$ cat config.mk
export PLATFORM = sky130hd
export DESIGN_NAME = psc_top
export DESIGN_NICKNAME = d
export VERILOG_FILES = /design/src/psc_pkg.sv /design/src/psc_sync3.sv /design/src/psc_top.sv
export SDC_FILE = /design/constraint.sdc
export NUM_CORES = 1
export LEC_CHECK = 0
export BUFFER_PORTS_ARGS = -buffer_cell sky130_fd_sc_hd__buf_2
export CORE_ASPECT_RATIO = 0.6
export CORE_MARGIN = 3
export CORE_UTILIZATION = 47
export CTS_CLUSTER_DIAMETER = 120
export DETAILED_ROUTE_END_ITERATION = 8
export PLACE_DENSITY = 0.88
export RECOVER_POWER = 25
export SYNTH_ARGS = -nofsm -noshare
export SYNTH_HDL_FRONTEND = slang
export SYNTH_HIERARCHICAL = 1
export SYNTH_SLANG_ARGS = --single-unit
$ cat constraint.sdc
create_clock -name clk_i -period 2 [get_ports clk_i]
set_input_delay 0.4 -clock clk_i [delete_from_list [all_inputs] [get_ports clk_i]]
set_output_delay 0.4 -clock clk_i [all_outputs]
set_load 0.05 [all_outputs]
$ cat src/psc_pkg.sv
// Package with the constants, register map and state codes of the power-save controller.
package psc_pkg;

	////////////////////////////////////////////////////////////////////////////
	// Clock rate and timing figures.
	localparam int CLK_HZ               = 200_000_000;
	localparam int CLK_MHZ              = 200;
	localparam int SEC_OSC_START_S      = 1;
	localparam int SEC_OSC_START_CYC    = SEC_OSC_START_S * CLK_HZ;
	localparam int SYS_OSC_SETTLE_NS    = 50;
	localparam int SYS_OSC_SETTLE_CYC   = (SYS_OSC_SETTLE_NS * CLK_MHZ + 999) / 1000;

	////////////////////////////////////////////////////////////////////////////
	// Register byte offsets on the bus.
	localparam logic [3:0] ADR_CTRL     = 4'h0;
	localparam logic [3:0] ADR_OSC_CFG  = 4'h4;
	localparam logic [3:0] ADR_DEV_OPT  = 4'h8;
	localparam logic [3:0] ADR_STATUS   = 4'hc;

	// Field positions.
	localparam int CTRL_MANUAL_BIT      = 0;
	localparam int CTRL_SRC_SEL_LSB     = 4;
	localparam int OSC_CFG_LOCK_BIT     = 0;
	localparam int OSC_CFG_PINSEL_BIT   = 3;
	localparam int DEV_OPT_DRIVE_BIT    = 3;
	localparam int STAT_STATE_LSB       = 0;
	localparam int STAT_OSC_LSB         = 4;
	localparam int STAT_SEC_ON_BIT      = 7;
	localparam int STAT_SEC_RDY_BIT     = 8;
	localparam int STAT_WDT_WAKE_BIT    = 9;

	// Reset values.
	localparam logic [2:0]  SRC_SEL_RST = 3'h0;
	localparam logic        MANUAL_RST  = 1'b0;
	localparam logic        LOCK_RST    = 1'b0;
	localparam logic        PINSEL_RST  = 1'b1;
	localparam logic        DRIVE_RST   = 1'b1;
	localparam logic [23:0] RESET_VECTOR = 24'h000000;

	// Operand of the power-save instruction.
	localparam logic PSAVE_SLEEP        = 1'b0;
	localparam logic PSAVE_IDLE         = 1'b1;

	// Power states.
	typedef enum logic [3:0] {
		ST_RUN   = 4'b0001,
		ST_IDLE  = 4'b0010,
		ST_SLEEP = 4'b0100,
		ST_WAKE  = 4'b1000
	} psc_state_t;

endpackage

$ cat src/psc_sync3.sv
// Three-stage synchroniser that passes a change once the last two stages agree.
`timescale 1ns/10ps
module psc_sync3 (
	input  wire logic clk_i,
	input  wire logic rst_i,
	input  wire logic async_i,
	output logic      sync_o
);

	logic s1_q;
	logic s2_q;
	logic s3_q;
	logic out_q;
	logic out_d;

	// Output only follows when the second and third stages agree.
	always_comb begin
		out_d = (s2_q == s3_q) ? s2_q : out_q;
	end

	// Shift chain; the first stage feeds only the second.
	always_ff @(posedge clk_i) begin
		if (rst_i) begin
			s1_q  <= 1'b0;
			s2_q  <= 1'b0;
			s3_q  <= 1'b0;
			out_q <= 1'b0;
		end else begin
			s1_q  <= async_i;
			s2_q  <= s1_q;
			s3_q  <= s2_q;
			out_q <= out_d;
		end
	end

	assign sync_o = out_q;

endmodule

$ cat src/psc_top.sv
// Power-state and secondary oscillator controller with a Wishbone register slave.
//
// Operation
// - Any reset returns registers to their reset values, forces the program counter to zero, fetch starts at 0x000000.
// - Reset restarts the core directly, never as a vectored interrupt.
// - A module requesting the secondary oscillator starts it without the manual enable.
// - The manual enable starts the secondary oscillator ahead of any request.
// - Pin select one makes the oscillator usable, zero gives digital pins.
// - Option word bit 3 selects low-drive or high-drive oscillator operation.
// - The power-save instruction enters Sleep or Idle according to its operand.
// - Idle halts the CPU with peripheral clocks on; Sleep stops the system and peripheral clocks.
// - Sleep entry shuts down the system clock source and its oscillator.
// - The clock-failure monitor is off throughout Sleep.
// - The low-power RC clock runs in Sleep when the watchdog is enabled.
// - An enabled watchdog is cleared just before Sleep is entered.
// - System-clock peripherals stop in Sleep; change detect and external-clock ones continue.
// - Sleep or Idle ends on an enabled interrupt, any reset or watchdog time-out.
// - Wake from Sleep resumes with the clock source active at Sleep entry.
// - Writing the new-oscillator field while unlocked requests a clock source switch.
`timescale 1ns/10ps
module psc_top
	import psc_pkg::*;
#(
	parameter int SEC_START_CYC = SEC_OSC_START_CYC
) (
	input  wire logic        clk_i,
	input  wire logic        rst_i,
	// Wishbone slave.
	input  wire logic        cyc_i,
	input  wire logic        stb_i,
	input  wire logic        we_i,
	input  wire logic [3:0]  adr_i,
	input  wire logic [3:0]  sel_i,
	input  wire logic [31:0] dat_i,
	output logic [31:0]      dat_o,
	output logic             ack_o,
	// CPU core side.
	input  wire logic        psave_req_i,
	input  wire logic        psave_mode_i,
	output logic             cpu_restart_o,
	output logic [23:0]      fetch_addr_o,
	output logic             cpu_halt_o,
	output logic             resume_o,
	// Wake sources and watchdog.
	input  wire logic        irq_wake_i,
	input  wire logic        wdt_timeout_i,
	input  wire logic        wdt_en_i,
	output logic             wdt_clear_o,
	output logic             slow_rc_en_o,
	// System clock control.
	input  wire logic        sys_osc_ready_i,
	output logic             sys_osc_on_o,
	output logic             sysclk_en_o,
	output logic [2:0]       sysclk_sel_o,
	output logic             osc_switch_o,
	output logic             fscm_en_o,
	output logic             periph_clk_en_o,
	output logic             chg_det_en_o,
	// Secondary oscillator.
	input  wire logic [1:0]  sec_osc_req_i,
	output logic             sec_osc_en_o,
	output logic             sec_osc_ready_o,
	output logic             sec_osc_low_drive_o,
	output logic             sec_osc_digital_o
);

	localparam int NSYNC = 5;

	////////////////////////////////////////////////////////////////////////////
	// Synchronise every input that arrives from outside this clock.
	logic [NSYNC-1:0] raw_async;
	logic [NSYNC-1:0] syn;
	logic             irq_s;
	logic             wdt_to_s;
	logic             osc_rdy_s;
	logic [1:0]       sec_req_s;

	assign raw_async = {sec_osc_req_i, sys_osc_ready_i, wdt_timeout_i, irq_wake_i};

	genvar gi;
	generate
		for (gi = 0; gi < NSYNC; gi++) begin : g_sync
			psc_sync3 u_sync (
				.clk_i   (clk_i),
				.rst_i   (rst_i),
				.async_i (raw_async[gi]),
				.sync_o  (syn[gi])
			);
		end
	endgenerate

	assign irq_s     = syn[0];
	assign wdt_to_s  = syn[1];
	assign osc_rdy_s = syn[2];
	assign sec_req_s = syn[4:3];

	// True when a bus address selects the given register.
	function automatic logic hit(input logic [3:0] adr, input logic [3:0] off);
		return adr == off;
	endfunction

	////////////////////////////////////////////////////////////////////////////
	// Bus slave and software registers.
	logic        ack_q, ack_d;
	logic [31:0] dat_q, dat_d;
	logic        manual_q, manual_d;
	logic        lock_q, lock_d;
	logic        pinsel_q, pinsel_d;
	logic        drive_q, drive_d;
	logic [2:0]  cur_osc_q, cur_osc_d;
	logic        switch_q, switch_d;
	logic        wr_byte0;
	psc_state_t  st_q, st_d;
	logic        sec_en_q, sec_rdy_q;
	logic        wdt_wake_q, wdt_wake_d;

	// Answer every access in the cycle after it starts; unmapped reads give zero.
	always_comb begin
		ack_d    = cyc_i && stb_i && !ack_q;
		wr_byte0 = ack_d && we_i && sel_i[0];
		manual_d = manual_q;
		lock_d   = lock_q;
		pinsel_d = pinsel_q;
		drive_d  = drive_q;
		cur_osc_d = cur_osc_q;
		switch_d = 1'b0;
		if (wr_byte0 && hit(adr_i, ADR_CTRL)) begin
			manual_d = dat_i[CTRL_MANUAL_BIT];
			if (!lock_q && dat_i[CTRL_SRC_SEL_LSB +: 3] != cur_osc_q) begin
				cur_osc_d = dat_i[CTRL_SRC_SEL_LSB +: 3];
				switch_d  = 1'b1;
			end
		end
		if (wr_byte0 && hit(adr_i, ADR_OSC_CFG)) begin
			lock_d   = dat_i[OSC_CFG_LOCK_BIT];
			pinsel_d = dat_i[OSC_CFG_PINSEL_BIT];
		end
		if (wr_byte0 && hit(adr_i, ADR_DEV_OPT)) begin
			drive_d = dat_i[DEV_OPT_DRIVE_BIT];
		end
		dat_d = 32'h0;
		if (ack_d && !we_i) begin
			if (hit(adr_i, ADR_CTRL)) begin
				dat_d[CTRL_MANUAL_BIT]       = manual_q;
				dat_d[CTRL_SRC_SEL_LSB +: 3] = cur_osc_q;
			end
			if (hit(adr_i, ADR_OSC_CFG)) begin
				dat_d[OSC_CFG_LOCK_BIT]      = lock_q;
				dat_d[OSC_CFG_PINSEL_BIT]    = pinsel_q;
			end
			if (hit(adr_i, ADR_DEV_OPT)) begin
				dat_d[DEV_OPT_DRIVE_BIT]     = drive_q;
			end
			if (hit(adr_i, ADR_STATUS)) begin
				dat_d[STAT_STATE_LSB +: 4]   = st_q;
				dat_d[STAT_OSC_LSB +: 3]     = cur_osc_q;
				dat_d[STAT_SEC_ON_BIT]       = sec_en_q;
				dat_d[STAT_SEC_RDY_BIT]      = sec_rdy_q;
				dat_d[STAT_WDT_WAKE_BIT]     = wdt_wake_q;
			end
		end
	end

	// Every register returns to its reset value on any reset.
	always_ff @(posedge clk_i) begin
		if (rst_i) begin
			ack_q     <= 1'b0;
			dat_q     <= 32'h0;
			manual_q  <= MANUAL_RST;
			lock_q    <= LOCK_RST;
			pinsel_q  <= PINSEL_RST;
			drive_q   <= DRIVE_RST;
			cur_osc_q <= SRC_SEL_RST;
			switch_q  <= 1'b0;
		end else begin
			ack_q     <= ack_d;
			dat_q     <= dat_d;
			manual_q  <= manual_d;
			lock_q    <= lock_d;
			pinsel_q  <= pinsel_d;
			drive_q   <= drive_d;
			cur_osc_q <= cur_osc_d;
			switch_q  <= switch_d;
		end
	end

	assign ack_o        = ack_q;
	assign dat_o        = dat_q;
	assign sysclk_sel_o = cur_osc_q;
	assign osc_switch_o = switch_q;

	////////////////////////////////////////////////////////////////////////////
	// Power state machine and the clock gates it drives.
	logic       wake;
	logic [7:0] settle_q, settle_d;
	logic       restart_q, resume_q, resume_d, wdt_clr_q, wdt_clr_d;
	logic       halt_q, halt_d, osc_on_q, osc_on_d, sclk_q, sclk_d;
	logic       fscm_q, fscm_d, pclk_q, pclk_d, slow_rc_q, slow_rc_d;

	// Global interrupt enable plays no part: any enabled source wakes.
	assign wake = irq_s || wdt_to_s;

	// Next state, the sleep-entry watchdog clear and the wake handshake.
	always_comb begin
		st_d       = st_q;
		settle_d   = settle_q;
		resume_d   = 1'b0;
		wdt_clr_d  = 1'b0;
		wdt_wake_d = wdt_wake_q;
		unique case (st_q)
			ST_RUN: begin
				if (psave_req_i) begin
					if (psave_mode_i == PSAVE_IDLE) begin
						st_d = ST_IDLE;
					end else begin
						st_d      = ST_SLEEP;
						wdt_clr_d = wdt_en_i;
					end
				end
			end
			ST_IDLE: begin
				if (wake) begin
					st_d       = ST_RUN;
					resume_d   = 1'b1;
					wdt_wake_d = wdt_to_s;
				end
			end
			ST_SLEEP: begin
				settle_d = 8'h0;
				if (wake) begin
					st_d       = ST_WAKE;
					wdt_wake_d = wdt_to_s;
				end
			end
			ST_WAKE: begin
				// Hold the CPU until the oscillator has been ready long enough.
				if (!osc_rdy_s) begin
					settle_d = 8'h0;
				end else if (settle_q < 8'(SYS_OSC_SETTLE_CYC)) begin
					settle_d = settle_q + 8'h1;
				end else begin
					st_d     = ST_RUN;
					resume_d = 1'b1;
				end
			end
		endcase
		halt_d   = st_d != ST_RUN;
		pclk_d   = st_d == ST_RUN || st_d == ST_IDLE;
		sclk_d   = st_d == ST_RUN || st_d == ST_IDLE;
		osc_on_d = st_d != ST_SLEEP;
		fscm_d   = st_d == ST_RUN || st_d == ST_IDLE;
		slow_rc_d = st_d != ST_SLEEP || wdt_en_i;
	end

	// Reset bypasses the interrupt path and loads the reset vector directly.
	always_ff @(posedge clk_i) begin
		if (rst_i) begin
			st_q       <= ST_RUN;
			settle_q   <= 8'h0;
			restart_q  <= 1'b1;
			resume_q   <= 1'b0;
			wdt_clr_q  <= 1'b0;
			wdt_wake_q <= 1'b0;
			halt_q     <= 1'b0;
			pclk_q     <= 1'b1;
			sclk_q     <= 1'b1;
			osc_on_q   <= 1'b1;
			fscm_q     <= 1'b1;
			slow_rc_q  <= 1'b1;
		end else begin
			st_q       <= st_d;
			settle_q   <= settle_d;
			restart_q  <= 1'b0;
			resume_q   <= resume_d;
			wdt_clr_q  <= wdt_clr_d;
			wdt_wake_q <= wdt_wake_d;
			halt_q     <= halt_d;
			pclk_q     <= pclk_d;
			sclk_q     <= sclk_d;
			osc_on_q   <= osc_on_d;
			fscm_q     <= fscm_d;
			slow_rc_q  <= slow_rc_d;
		end
	end

	assign cpu_restart_o   = restart_q;
	assign fetch_addr_o    = RESET_VECTOR;
	assign resume_o        = resume_q;
	assign wdt_clear_o     = wdt_clr_q;
	assign cpu_halt_o      = halt_q;
	assign periph_clk_en_o = pclk_q;
	assign sysclk_en_o     = sclk_q;
	assign sys_osc_on_o    = osc_on_q;
	assign fscm_en_o       = fscm_q;
	assign slow_rc_en_o    = slow_rc_q;

	////////////////////////////////////////////////////////////////////////////
	// Secondary oscillator enable, drive, pin role and start-up timer.
	logic [27:0] sec_cnt_q, sec_cnt_d;
	logic        sec_en_d, sec_rdy_d, low_q, low_d, dig_q, dig_d;

	// The timer reports readiness so requesters can wait out the long start.
	always_comb begin
		sec_en_d  = pinsel_q && (manual_q || (|sec_req_s));
		low_d     = !drive_q;
		dig_d     = !pinsel_q;
		sec_cnt_d = sec_cnt_q;
		sec_rdy_d = 1'b0;
		if (!sec_en_q) begin
			sec_cnt_d = 28'h0;
		end else if (sec_cnt_q < 28'(SEC_START_CYC - 1)) begin
			sec_cnt_d = sec_cnt_q + 28'h1;
		end else begin
			sec_rdy_d = sec_en_d;
		end
	end

	always_ff @(posedge clk_i) begin
		if (rst_i) begin
			sec_en_q  <= 1'b0;
			sec_rdy_q <= 1'b0;
			sec_cnt_q <= 28'h0;
			low_q     <= 1'b0;
			dig_q     <= 1'b0;
		end else begin
			sec_en_q  <= sec_en_d;
			sec_rdy_q <= sec_rdy_d;
			sec_cnt_q <= sec_cnt_d;
			low_q     <= low_d;
			dig_q     <= dig_d;
		end
	end

	assign sec_osc_en_o        = sec_en_q;
	assign sec_osc_ready_o     = sec_rdy_q;
	assign sec_osc_low_drive_o = low_q;
	assign sec_osc_digital_o   = dig_q;
	assign chg_det_en_o        = 1'b1;

	////////////////////////////////////////////////////////////////////////////
	// Checks on the behaviour above.
	property p_reset_vector;
		@(posedge clk_i) disable iff (rst_i) $fell(rst_i) |-> cpu_restart_o && fetch_addr_o == RESET_VECTOR;
	endproperty
	a_reset_vector: assert property (p_reset_vector) else $error("no restart at reset vector");

	property p_restart_direct;
		@(posedge clk_i) disable iff (rst_i) cpu_restart_o |-> st_q == ST_RUN && !resume_o && !cpu_halt_o;
	endproperty
	a_restart_direct: assert property (p_restart_direct) else $error("restart went through wake path");

	property p_auto_start;
		@(posedge clk_i) disable iff (rst_i) (|sec_req_s) && pinsel_q |=> sec_osc_en_o;
	endproperty
	a_auto_start: assert property (p_auto_start) else $error("request did not start oscillator");

	property p_manual_start;
		@(posedge clk_i) disable iff (rst_i) manual_q && pinsel_q && !(|sec_req_s) |=> sec_osc_en_o;
	endproperty
	a_manual_start: assert property (p_manual_start) else $error("manual enable ignored");

	property p_pins_digital;
		@(posedge clk_i) disable iff (rst_i) !pinsel_q |=> sec_osc_digital_o && !sec_osc_en_o;
	endproperty
	a_pins_digital: assert property (p_pins_digital) else $error("pins not digital");

	property p_drive;
		@(posedge clk_i) disable iff (rst_i) $changed(drive_q) |=> sec_osc_low_drive_o == !$past(drive_q);
	endproperty
	a_drive: assert property (p_drive) else $error("drive select wrong");

	property p_enter_idle;
		@(posedge clk_i) disable iff (rst_i) st_q == ST_RUN && psave_req_i && psave_mode_i == PSAVE_IDLE
			|=> st_q == ST_IDLE && cpu_halt_o && periph_clk_en_o && sysclk_en_o;
	endproperty
	a_enter_idle: assert property (p_enter_idle) else $error("idle entry wrong");

	property p_sleep_off;
		@(posedge clk_i) disable iff (rst_i) st_q == ST_SLEEP
			|-> !sysclk_en_o && !sys_osc_on_o && !fscm_en_o && !periph_clk_en_o && cpu_halt_o;
	endproperty
	a_sleep_off: assert property (p_sleep_off) else $error("clock alive in sleep");

	property p_slow_rc;
		@(posedge clk_i) disable iff (rst_i) st_q == ST_SLEEP && $past(wdt_en_i) |-> slow_rc_en_o;
	endproperty
	a_slow_rc: assert property (p_slow_rc) else $error("rc clock stopped with watchdog on");

	property p_wdt_clear;
		@(posedge clk_i) disable iff (rst_i) st_q == ST_RUN && psave_req_i && psave_mode_i == PSAVE_SLEEP
			&& wdt_en_i |=> wdt_clear_o && st_q == ST_SLEEP;
	endproperty
	a_wdt_clear: assert property (p_wdt_clear) else $error("watchdog not cleared");

	property p_wake;
		@(posedge clk_i) disable iff (rst_i) st_q == ST_SLEEP && wake
			|=> st_q == ST_WAKE && sys_osc_on_o && cpu_halt_o;
	endproperty
	a_wake: assert property (p_wake) else $error("sleep not left on wake");

	property p_same_clock;
		@(posedge clk_i) disable iff (rst_i) st_q == ST_SLEEP |=> $stable(sysclk_sel_o);
	endproperty
	a_same_clock: assert property (p_same_clock) else $error("clock source changed in sleep");

	property p_switch;
		@(posedge clk_i) disable iff (rst_i) wr_byte0 && hit(adr_i, ADR_CTRL) && !lock_q
			&& dat_i[CTRL_SRC_SEL_LSB +: 3] != cur_osc_q |=> osc_switch_o && sysclk_sel_o == $past(dat_i[6:4]);
	endproperty
	a_switch: assert property (p_switch) else $error("clock switch not requested");

	property p_stable_first;
		@(posedge clk_i) disable iff (rst_i) st_q == ST_WAKE && !osc_rdy_s |=> st_q != ST_RUN;
	endproperty
	a_stable_first: assert property (p_stable_first) else $error("resumed before clock stable");

	property p_idle_resume;
		@(posedge clk_i) disable iff (rst_i) st_q == ST_IDLE && wake |=> resume_o && !cpu_halt_o;
	endproperty
	a_idle_resume: assert property (p_idle_resume) else $error("idle wake did not resume");

endmodule

==> flow_summary.toml <==
[timing]
slew_violations = 0
final_hold_viol_count = 0
fmax_mhz = 518
finalClockSkew_ns = 0.00406
fin_worst_hold_slack_ns = 0.266
tightest_slew_ns = 0.837
slew_headroom_pct = 44.2
finalSetupViolCount = 0
fin_setup_tns_ns = 0
fin_crit_sh_pct = 96.5
period_needed_ns = 1.93

[synth]
async_flop_share_pct = 0
synth_edf_count = 0
ys_warn_count = 6
synth-seq-cells = 91
ys_types = 65
yosys.area.top_type = "dfxtp_1"
synth.area.top_cells = "dfxtp_1, buf_4, nor2_1, a21oi_1, or4_1"
synth_cells = 479
synth_area_sq_um = 4270
ys_seq_area_share_pct = 42.6
synthTopCellsByCount = "dfxtp_1, buf_4, nor2_1"
synth_top_area_share_pct = 42.6
ys.flop_type = "dfxtp_1"
syn_avg_cell_area_sq_um = 8.92
synth_most_common_cell = "dfxtp_1"

[critical_path]
crit_chain = "nand3b_4 -> or4_4 -> or4_1 -> mux2i_1 -> nor2_1"
worstPathMaxFanout = 4
cp_slowest_cell = "or4_1"
cp.required_ns = 2.23
worstSetupStartpointType = "register"
critPathKind = "reg -> reg"
r2r_start = "ack_o"
end_kind = "register"
cp.arrival_ns = 2.15
setup.worst_path.start = "ack_o"
max_stage_delay_ns = 0.61

[route]
avgViaCountPerCell = 5.36
drtAntennaViolNets = 0
drtIter0Drc = 238
wl_per_cell_um = 13.9
dr.pass1.iters = 5
num_vias = 3544
drc = 0
wl_um = 9210

[layout]
syn2layout_area_growth_pct = 14.7
nets = 601
final_util_pct = 56.4
num_antenna_cells = 0
layout-drive-gt1-share_pct = 20.9
finalInstanceArea_sq_um = 4900
finalNonFillerCells = 661

[power]
p_int_w = 0.00290
p_per_area_nw_per_um2 = 794
p_sw_w = 0.000988
p_seq_share_pct = 47.7
ir_worst_vdd_uv = 515
power_frac_clock_pct = 41.8
power_leakage_nw = 2.01
p_comb_share_pct = 10.5
switching_share_pct = 25.4

[floorplan]
die_h_um = 79.9
row_count = 26
die_area_sq_um = 10300
fp.dieW_um = 129
ios = 128
start_util_pct = 49.2
core_sq_um = 8690

[run]
maxCapViolations = 0

[clocking]
clk_latency_ns = 0.34
root_buffer = "clkbuf_16"
h-tree-depth = 3
path_clk_slew_ns = 0.06
cts_max_path_buffers = 2
cts.sinks = 91
numCtsBuffers = 9
cts_tree = "built"

[global_route]
grt_pass1_vias = 3086
grt_pass1_wl_um = 14700
grt_start_max_net_pins = 29
grt-ovfl-total = 0
antenna_found_initial = 0
grtUsageTotal_pct = 17.8

[placement]
portBuffers = 50
dp.cells = 644
postPlaceCellArea_sq_um = 4580
detailedPlacementHpwl_um = 6800
place_congestion = 0.950

[min_path]
hold_class = "in -> reg"
hp-start = "sec_osc_req_i[0]"

[status]
outcome = "finished clean"
-- logic make-up (layout without fill, tap and decap cells) --
family          Yosys count  count (layout)  share of synthesized area, %
mux                      11              11                          2.61
simple gates            192             192                          25.9
xor+xnor                  6               6                          1.23
buf+inv                  81             106                          12.4
flops                    91              91                          42.6
compound gates           94              94                          14.4
other cells               2              47                         0.176
fa+ha+maj                 2               2                         0.585
-- flip-flops by register name, indices dropped and copies added (netlist names), 3 cells and up --
signal                count
sec_cnt_q                28
dat_o                    10
settle_q                  8
g_sync.u_sync/s1_q        5
g_sync.u_sync/s2_q        5
g_sync.u_sync/s3_q        5
g_sync.u_sync/sync_o      5
st_q                      4
sysclk_sel_o              3
-- worst max-delay path: cells and delay by family, from the launching register on --
family | cells | cell delay [ns]
AND/OR/NAND/NOR | 4 | 1.29
flip-flops | 1 | 0.31
multiplexers | 1 | 0.22
-- final timing paths --
kind / endpoint / slack (ns) / depth (start not counted)
worst min register to register: g_sync[0].u_sync/s2_q / 0.44 / 1
worst max-delay path: sysclk_sel_o[1] / 0.07 / 5
worst max register to register: sysclk_sel_o[1] / 0.07 / 5
worst min-delay path: g_sync[3].u_sync/s1_q / 0.27 / 2
-- metrics by stage --
step           power [W]  setup slack (ns)
4_1_cts          0.00393            0.0388
3_5_place_dp     0.00230           -0.0614
6_report         0.00389            0.0708
5_1_grt          0.00403           -0.0365
2_1_floorplan    0.00230            0.0142
3_3_place_gp     0.00230          -0.00127
-- power groups by stage --
stage	sequential [W]	combinational [W]	clock [W]
6_report	0.00186	0.000410	0.00162
3_3_place_gp	0.00189	0.000403	0
4_1_cts	0.00185	0.000409	0.00167
3_5_place_dp	0.00189	0.000408	0
2_1_floorplan	0.00192	0.000380	0
5_1_grt	0.00186	0.000434	0.00174
-- layout make-up --
cell class	count	area (sq um)
Fill cell	767	3780
Inverter	11	41.3
Timing Repair Buffer	81	502
Sequential cell	91	1820
Multi-Input combinational cell	352	2110
Clock buffer	11	243
Clock inverter	3	40.0
Tap cell	112	140
-- placed cells by master, fill, tap and decap left out, types with 9 or more instances in the layout --
cell type / Yosys / final
a21oi_1: 29 / 29
and2_1: 13 / 13
buf_2: 4 / 48
buf_4: 50 / 26
clkbuf_16: 0 / 9
conb_1: 2 / 47
dfxtp_1: 91 / 90
inv_1: 11 / 11
mux2i_1: 10 / 10
nand2_1: 28 / 28
nand3_1: 17 / 17
nor2_1: 41 / 41
nor2b_1: 19 / 19
o21ai_0: 14 / 14
o31ai_1: 13 / 13
or3_1: 11 / 11
or4_1: 17 / 17
-- timing repair --
item                                    4_1_cts  5_1_grt
setup buffers                                 0        3
endpoints found under the hold margin         0        0
resized for setup                             0        6
hold buffers                                  0        0
endpoints found under the setup margin        0       18
-- routing by layer --
| metal | track usage (%) | up-vias | routed length, um |
|---|---|---|---|
| met1 | 25.5 | 1663 | 4520 |
| met3 | 5.21 | 7 | 625 |
| met5 | 0 | - | 0 |
| li1 | - | 1739 | - |
| met2 | 26.6 | 135 | 4010 |
| met4 | 3.56 | 0 | 51 |
Note: power is estimated with default switching activity, not from simulation.
